## src/common/emc_pkg.sv

```systemverilog
// constants and state type for the expanded memory map control
package emc_pkg;
	localparam logic [15:0] OFS_MASTER = 16'h0010;
	localparam logic [15:0] OFS_CUR_PTR = 16'h0011;
	localparam logic [15:0] OFS_CUR_DATA = 16'h0012;
	localparam logic [15:0] OFS_DMA_TAG = 16'h0014;
	localparam logic [15:0] OFS_ALT_PTR = 16'h0015;
	localparam logic [15:0] OFS_ALT_DATA = 16'h0016;
	localparam logic [15:0] OFS_PARITY = 16'h0018;
	localparam logic [15:0] OFS_BANK_CTRL = 16'h001c;
	localparam logic [15:0] OFS_PWR_EN = 16'h001e;
	localparam int MAP_WORDS = 36;
	localparam int LOW_SLOTS = 24;
	localparam logic [5:0] LOW_FIRST = 6'h10;
	localparam logic [5:0] LOW_LAST = 6'h27;
	localparam logic [5:0] HIGH_FIRST = 6'h30;
	localparam logic [5:0] HIGH_LAST = 6'h3b;
	localparam int ENT_EN = 7;
	localparam int ALT_SHIFT = 0;
	localparam int CUR_SHIFT = 4;
	localparam int PAR_FLAG = 7;
	localparam int PAR_ODD = 5;
	localparam int PAR_EVEN = 4;
	localparam logic [7:0] PAR_WMASK = 8'hbf;
	localparam logic [7:0] RST_MASTER = 8'h00;
	localparam logic [7:0] RST_DMA_TAG = 8'h00;
	localparam logic [7:0] RST_PARITY = 8'h00;
	localparam int CLK_NS = 10;
	localparam int OUT_CLK_PERIOD_NS = 100;
	localparam int HALF_CYC = OUT_CLK_PERIOD_NS / (2 * CLK_NS);
	localparam logic [3:0] HALF_LAST = 4'(HALF_CYC - 1);

	typedef struct packed {
		logic [1:0] master_en;
		logic [7:0] dma_tag;
		logic [5:0] cur_ptr;
		logic [5:0] alt_ptr;
		logic [MAP_WORDS-1:0][9:0] cur_map;
		logic [MAP_WORDS-1:0][9:0] alt_map;
		logic [7:0] par_en;
		logic [7:0] par_stat;
		logic pwr_fn;
		logic banks_off;
		logic cpu_stopped;
		logic [1:0] interrupt_request_in_sync;
		logic [3:0] div_cnt;
		logic sys_clk;
		logic cpu_clk;
		logic [15:0] rdata;
		logic [3:0] ras;
		logic to_ems;
		logic to_sys;
		logic to_io;
		logic [8:0] phys;
	} emc_state_t;
endpackage

```

## src/emc_ctrl.sv

```systemverilog
// expanded memory map control: maps, row strobes, parity status, power
//
// What this block does
// channel n uses tag bit n as alternate select, bit n+4 as current
// dma with both select bits clear is not translated
// dma alternate bit wins; current map only with current bit alone
// cpu cycles: none, current if bit0 set, alternate if bit1 alone
// dma tag register clears to zero at reset
// disabled page goes to system memory, or i/o channel if disabled
// translated access drives one of four bank row strobes from entry
// 8-bit parity status port identifies expanded memory parity errors
// read gives flag bit7, bit6 zero, odd byte bit5, even bit4
// read bits 3..0 mark banks 3..0 bad
// write bits 7,5,4,3..0 enable checking per source
// writing zero to a status bit clears it
// parity status port clears to zero at reset
// after power enable write, bank-control write enables or disables banks
// with power enabled, bank-control read disables banks, stops cpu clock
// interrupt request restarts the stopped cpu clock
// system clock keeps running during cpu clock shutdown
// master enable bit0 current, bit1 alternate, zero at reset
// entry bit7 enables page, other bits give address 22..14
// current and alternate maps are 36 by 10 bit files
// dma tag register is a read/write i/o port
// untranslated access keeps row strobes inactive except refresh
`timescale 1ns/10ps
module emc_ctrl (
	input wire logic core_clk,
	input wire logic rst,
	input wire logic [15:0] io_addr,
	input wire logic io_wr,
	input wire logic io_rd,
	input wire logic [15:0] io_wdata,
	output logic [15:0] io_rdata,
	input wire logic mem_cycle,
	input wire logic dma_cycle,
	input wire logic [1:0] dma_channel,
	input wire logic [5:0] mem_block,
	input wire logic planar_disabled,
	input wire logic refresh,
	output logic [3:0] bank_row_strobe_n,
	output logic [8:0] phys_addr,
	output logic route_ems,
	output logic route_system,
	output logic route_io_channel,
	input wire logic parity_event,
	input wire logic parity_odd,
	input wire logic parity_even,
	input wire logic [3:0] parity_bank,
	input wire logic interrupt_request_in,
	output logic processor_clock_out,
	output logic system_clock_out,
	output logic register_banks_enabled
);
	import emc_pkg::*;

	emc_state_t q;
	emc_state_t next_q;

	// map 16k block number to a map slot; ok low when block unmappable
	function automatic logic [6:0] slot_of(input logic [5:0] blk);
		logic [5:0] s;
		logic ok;
		s = 6'h00;
		ok = 1'b0;
		if (blk >= LOW_FIRST && blk <= LOW_LAST) begin
			s = blk - LOW_FIRST;
			ok = 1'b1;
		end else if (blk >= HIGH_FIRST && blk <= HIGH_LAST) begin
			s = blk - HIGH_FIRST + 6'(LOW_SLOTS);
			ok = 1'b1;
		end
		return {ok, s};
	endfunction

	logic [6:0] blk_slot;
	logic [6:0] cur_slot;
	logic [6:0] alt_slot;
	logic sel_any;
	logic sel_alt;
	logic [9:0] entry;
	logic mapped;
	logic [7:0] par_src;
	logic [7:0] par_set;
	logic tick;
	logic [3:0] chan_alt;
	logic [3:0] chan_cur;

	// per-channel select pair taken from the tag register
	for (genvar n = 0; n < 4; n++) begin : g_chan
		assign chan_alt[n] = q.dma_tag[n + ALT_SHIFT];
		assign chan_cur[n] = q.dma_tag[n + CUR_SHIFT];
	end

	always_comb begin
		blk_slot = slot_of(mem_block);
		cur_slot = slot_of(q.cur_ptr);
		alt_slot = slot_of(q.alt_ptr);
		if (dma_cycle) begin
			sel_any = chan_alt[dma_channel] | chan_cur[dma_channel];
			sel_alt = chan_alt[dma_channel];
		end else begin
			sel_any = |q.master_en;
			sel_alt = q.master_en == 2'b10;
		end
		entry = 10'h000;
		if (blk_slot[6]) begin
			entry = sel_alt ? q.alt_map[blk_slot[5:0]] : q.cur_map[blk_slot[5:0]];
		end
		mapped = mem_cycle & sel_any & blk_slot[6] & entry[ENT_EN] & ~q.banks_off;
		par_src = {1'b1, 1'b0, parity_odd, parity_even, parity_bank};
		par_set = parity_event ? (par_src & q.par_en) : 8'h00;
		tick = q.div_cnt == HALF_LAST;
	end

	always_comb begin
		next_q = q;
		// translation, registered one cycle after the cycle inputs
		next_q.to_ems = mapped;
		next_q.to_sys = mem_cycle & ~mapped & ~planar_disabled;
		next_q.to_io = mem_cycle & ~mapped & planar_disabled;
		next_q.phys = {entry[9:8], entry[6:0]};
		if (refresh) begin
			next_q.ras = 4'hf;
		end else if (mapped) begin
			next_q.ras = 4'h1 << entry[9:8];
		end else begin
			next_q.ras = 4'h0;
		end
		// parity status: set wins over a clearing write
		next_q.par_stat = q.par_stat | par_set;
		if (io_wr) begin
			case (io_addr)
				OFS_MASTER: next_q.master_en = io_wdata[1:0];
				OFS_CUR_PTR: next_q.cur_ptr = io_wdata[5:0];
				OFS_ALT_PTR: next_q.alt_ptr = io_wdata[5:0];
				OFS_DMA_TAG: next_q.dma_tag = io_wdata[7:0];
				OFS_CUR_DATA: begin
					if (cur_slot[6] && !q.banks_off) begin
						next_q.cur_map[cur_slot[5:0]] = io_wdata[9:0];
					end
				end
				OFS_ALT_DATA: begin
					if (alt_slot[6] && !q.banks_off) begin
						next_q.alt_map[alt_slot[5:0]] = io_wdata[9:0];
					end
				end
				OFS_PARITY: begin
					next_q.par_en = io_wdata[7:0] & PAR_WMASK;
					next_q.par_stat = (q.par_stat & io_wdata[7:0] & PAR_WMASK) | par_set;
				end
				OFS_BANK_CTRL: begin
					if (q.pwr_fn) begin
						next_q.banks_off = ~io_wdata[0];
					end
				end
				OFS_PWR_EN: next_q.pwr_fn = io_wdata[0];
				default: next_q.pwr_fn = q.pwr_fn;
			endcase
		end
		if (io_rd) begin
			case (io_addr)
				OFS_MASTER: next_q.rdata = {14'h0000, q.master_en};
				OFS_CUR_PTR: next_q.rdata = {10'h000, q.cur_ptr};
				OFS_ALT_PTR: next_q.rdata = {10'h000, q.alt_ptr};
				OFS_DMA_TAG: next_q.rdata = {8'h00, q.dma_tag};
				OFS_CUR_DATA: next_q.rdata = cur_slot[6] ? {6'h00, q.cur_map[cur_slot[5:0]]} : 16'h0000;
				OFS_ALT_DATA: next_q.rdata = alt_slot[6] ? {6'h00, q.alt_map[alt_slot[5:0]]} : 16'h0000;
				OFS_PARITY: next_q.rdata = {8'h00, q.par_stat};
				OFS_BANK_CTRL: begin
					next_q.rdata = {15'h0000, ~q.banks_off};
					if (q.pwr_fn) begin
						next_q.banks_off = 1'b1;
						next_q.cpu_stopped = 1'b1;
					end
				end
				OFS_PWR_EN: next_q.rdata = {15'h0000, q.pwr_fn};
				default: next_q.rdata = 16'h0000;
			endcase
		end
		// interrupt pin through two flops, then restart
		next_q.interrupt_request_in_sync = {q.interrupt_request_in_sync[0], interrupt_request_in};
		if (q.interrupt_request_in_sync[1] && q.cpu_stopped) begin
			next_q.cpu_stopped = 1'b0;
		end
		// output clocks by divider; system clock never gated
		next_q.div_cnt = tick ? 4'h0 : q.div_cnt + 4'h1;
		next_q.sys_clk = tick ? ~q.sys_clk : q.sys_clk;
		next_q.cpu_clk = next_q.sys_clk & ~next_q.cpu_stopped;
	end

	always_ff @(posedge core_clk or posedge rst) begin
		if (rst) begin
			q <= '0;
		end else begin
			q <= next_q;
		end
	end

	assign io_rdata = q.rdata;
	assign bank_row_strobe_n = ~q.ras;
	assign phys_addr = q.phys;
	assign route_ems = q.to_ems;
	assign route_system = q.to_sys;
	assign route_io_channel = q.to_io;
	assign processor_clock_out = q.cpu_clk;
	assign system_clock_out = q.sys_clk;
	assign register_banks_enabled = ~q.banks_off;
endmodule

```

## config.mk

```make
export PLATFORM = sky130hd
export DESIGN_NAME = emc_ctrl
export DESIGN_NICKNAME = d
export VERILOG_FILES = /design/src/common/emc_pkg.sv /design/src/emc_ctrl.sv
export SDC_FILE = /design/constraint.sdc
export NUM_CORES = 2
export LEC_CHECK = 0
export ABC_AREA = 1
export ABC_CLOCK_PERIOD_IN_PS = 35200
export CORE_MARGIN = 8
export CORE_UTILIZATION = 63
export DETAILED_ROUTE_END_ITERATION = 7
export DONT_BUFFER_PORTS = 1
export PLACE_DENSITY_LB_ADDON = 0.05
export SYNTH_ARGS = -nofsm -noshare
export SYNTH_HDL_FRONTEND = slang
export SYNTH_SLANG_ARGS = --single-unit
```

## constraint.sdc

```tcl
create_clock -name core_clk -period 35.2 [get_ports core_clk]
set_clock_uncertainty 0.05 [all_clocks]
set_input_delay 3.52 -clock core_clk [delete_from_list [all_inputs] [get_ports core_clk]]
set_output_delay 3.52 -clock core_clk [all_outputs]
set_load 0.01 [all_outputs]
```

==> flow_summary.toml <==
[placed_design]
dpl_worst_slack_ns = 26.75
dp_cells = 6509
gp_congestion = 0.9453
dpl_cell_area_um2 = 43290
post-dp-hpwl_mm = 90.83
port_buffers = 0

[timing]
clock.fmax_mhz = 122.6
finalWorstSetupSlack_ns = 27.04
slew_headroom_pct = 19.94
period_minus_slack_ns = 8.159
tightest_slew_ns = 1.190
timing.setup.tns_ns = 0
grt_setup_unrepaired = "no"
finalHoldViolations = 0
fin_crit_sh_pct = 23.18
finalMaxSlewViolations = 0
finalSetupViolations = 0

[yosys]
synthSimpleGateAreaFrac_pct = 27.45
synth_top_family_by_area = "simple AND/OR/NAND/NOR gates"
yosysUniqueCellTypes = 60
synth_seq_cells = 793
avgSynthCellArea_um2 = 7.290
ys.flop_type = "dfrtp_1"
muxShareOfSynthArea_pct = 0.04560
synth-async-reset-ratio_pct = 100.0
yosysWarnings = 0
yosysSeqAreaShare_pct = 45.20
synth_xor_area_share_pct = 0.09975
synth_compound_area_share_pct = 18.32
synthAdderAreaFrac_pct = 0.3990
synth_edf_count = 0
syn_inst = 6022
syn_area_um2 = 43900

[worst_setup_path]
critical_path_class = "primary input to register"
rr_endpoint = "io_rdata[0]$_DFFE_PP0P_"
critPathMaxFanout = 103
critical_path.max_stage_delay_ns = 0.75
ff2ff_setup_slack_ns = 29.56
cp.arrival_ns = 8.68
path_cells = "ha_1, inv_1, a21oi_1, inv_1, nand2_4, nand2_8, inv_4, buf_4, buf_4, nand2_1, nand3_1, nand2_1, nand2_1, nand3_1, nand2_1, nand2_1, nand2_1, nand2_1, nor2_1, nand2_1, nand2_1"
startpoint_type = "primary input"
rr_startpoint = "q[784]$_DFFE_PP0P_"
cp-end-kind = "register"
cp_slowest_cell = "buf_4"
cp-startpoint = "mem_block[4]"
required_ns = 35.72
crit_path_frequent_cell = "nand2_1"
cp-endpoint = "q[15]$_DFF_PP0_"
reg2reg_depth = 19

[cts]
cts_tree = "yes"
numCtsBuffers = 86
cts_setup_buffers = 0
clk_pin_slew_worst_paths_ns = 0.05
clkLatencyLatePin_ns = 0.66
cts-root-buf = "clkbuf_16"
clock-sinks = 793
clk_path_buf_depth = 3
ctsHoldBuffers = 0
htreeDepth = 3
cts-resized-gates = 0

[pwr]
leakagePower_nw = 19.81
pwr_density_cell_nw_per_um2 = 43.92
p_total_mw = 2.029
irDropWorstVdd_mv = 0.04262

[final_layout]
multi_input_area_um2 = 20450
drive_above_1_share_pct = 5.181
regArea_um2 = 19840
num-nets-final = 5736
fin_area_um2 = 46200
area.growth.synth_to_final_pct = 5.241
stdcell_count = 6665
fill_cells = 6006

[drt]
drtPass1Iterations = 6
totalWireLength_mm = 153.6
drtIter0Drc = 7316
antenna_left = 0
drc = 0
vias_per_cell = 6.393
vias = 42610
wl_per_cell_um = 23.05

[floorplanning]
die_x_um = 280.0
start_util_pct = 63.78
chipHeight_um = 280.0
core_region_area_um2 = 68830
dieArea_um2 = 78390
pin_count = 91
rows = 96

[flow_run]
drv_cap = 0

[global_routing]
grt_use_total_pct = 38.36
grt_pass1_wl_mm = 233.9
antenna_found_initial = 3
first_global_vias = 38920
grt_max_degree = 137
grt-ovfl-total = 0

[min_path]
holdCritPathClass = "register to register"

[run_status]
status = "complete, no violations"
synthesized netlist by cell type (6+ instances only):
library cell	instances	share of area, %
or2_2	27	0.38
buf_4	44	0.75
ha_1	14	0.40
o21ai_2	6	0.12
nand4_1	52	0.74
clkinv_1	6	0.051
o21ai_1	82	0.93
nor3_1	28	0.32
buf_1	7	0.060
o22ai_1	10	0.14
clkbuf_1	262	2.2
inv_1	334	2.9
buf_2	194	2.2
nand3_1	546	6.2
a21oi_1	152	1.7
inv_2	15	0.13
buf_6	6	0.15
o221ai_1	7	0.14
nand2_1	2022	17
nor2_1	197	1.7
nand2_2	12	0.17
a221oi_1	7	0.14
o211ai_1	291	5.0
dfrtp_1	793	45
o21ai_0	845	9.6
final cells by class:
type                       instances  area share (%)
antenna                            2         0.01083
clock buffer                     126           5.449
clock inverter                    28          0.8314
inverter                         356           2.922
multi-input combinational       4364           44.26
sequential                       793           42.95
tap                              931           2.521
timing repair buffer              65           1.056
worst max-delay path, delay by kind of cell:
| family | cells | cell delay, ns |
|---|---|---|
| simple gates | 14 | 2.52 |
| buf+inv | 5 | 2.08 |
| compound gates | 1 | 0.20 |
| fa+ha+maj | 1 | 0.16 |
metrics by stage:
stage | hold slack, ns | util [%]
after global routing | 0.3042 | 67.12
after detailed placement | 0.2865 | 62.90
after global placement | 0.2866 | 62.90
after CTS | 0.2995 | 67.12
final | 0.2974 | 67.13
after floorplan | 0.2812 | -
where the power goes:
part / switching (mW) / internal [mW] / total, mW
clock network: 0.387 / 0.561 / 0.948
logic: 0.132 / 0.0326 / 0.165
registers: 0.00217 / 0.914 / 0.916
logic make-up (layout without fill, tap and decap cells):
group                      count (synthesis)  in the layout
and+or+nand+nor                         2912           2912
AOI/OAI and AO/OA                       1425           1425
buffers and inverters                    870            575
DFF                                      793            793
adders and majority gates                 14             14
xor gates and xnor gates                   5              5
muxes                                      2              2
other                                      1              8
per-layer routing:
layer / part of all wire (%) / GRT usage (%)
met3: 15 / 11.91
met1: 39 / 54.10
met4: 4.6 / 16.07
met2: 41 / 54.55
met5: 0.0065 / 0
layout by cell type, fill, tap and decap left out, types with 7 or more instances in the layout:
cell / instances
a21oi_1: 152
a221oi_1: 7
buf_4: 65
bufinv_16: 9
clkbuf_1: 23
clkbuf_16: 90
clkbuf_8: 13
clkinv_2: 17
dfrtp_1: 793
ha_1: 14
inv_1: 325
inv_2: 25
nand2_1: 2021
nand2_2: 9
nand3_1: 546
nand4_1: 52
nor2_1: 195
nor2_4: 8
nor3_1: 28
o211ai_1: 291
o21ai_0: 845
o21ai_1: 82
o221ai_1: 7
o22ai_1: 10
or2_2: 27
state kept, by name, indices dropped and copies added, names as in the netlist:
register,flops
system_clock_out,1
route_ems,1
next_q,1
phys_addr,9
route_system,1
processor_clock_out,1
chan_cur,4
route_io_channel,1
q,760
chan_alt,4
io_rdata,10
how the worst min path moves through the flow:
stage                                    start               to  slack [ns]  cells past startpoint
final                     next_q[39]$_DFF_PP0_  q[39]$_DFF_PP0_        0.30                      0
after global routing      next_q[39]$_DFF_PP0_  q[39]$_DFF_PP0_        0.30                      0
after CTS                 next_q[39]$_DFF_PP0_  q[39]$_DFF_PP0_        0.30                      0
after detailed placement  next_q[39]$_DFF_PP0_  q[39]$_DFF_PP0_        0.29                      0
after global placement    next_q[39]$_DFF_PP0_  q[39]$_DFF_PP0_        0.29                      0
after floorplan           next_q[39]$_DFF_PP0_  q[39]$_DFF_PP0_        0.28                      0
(Power assumes the default switching activity.)
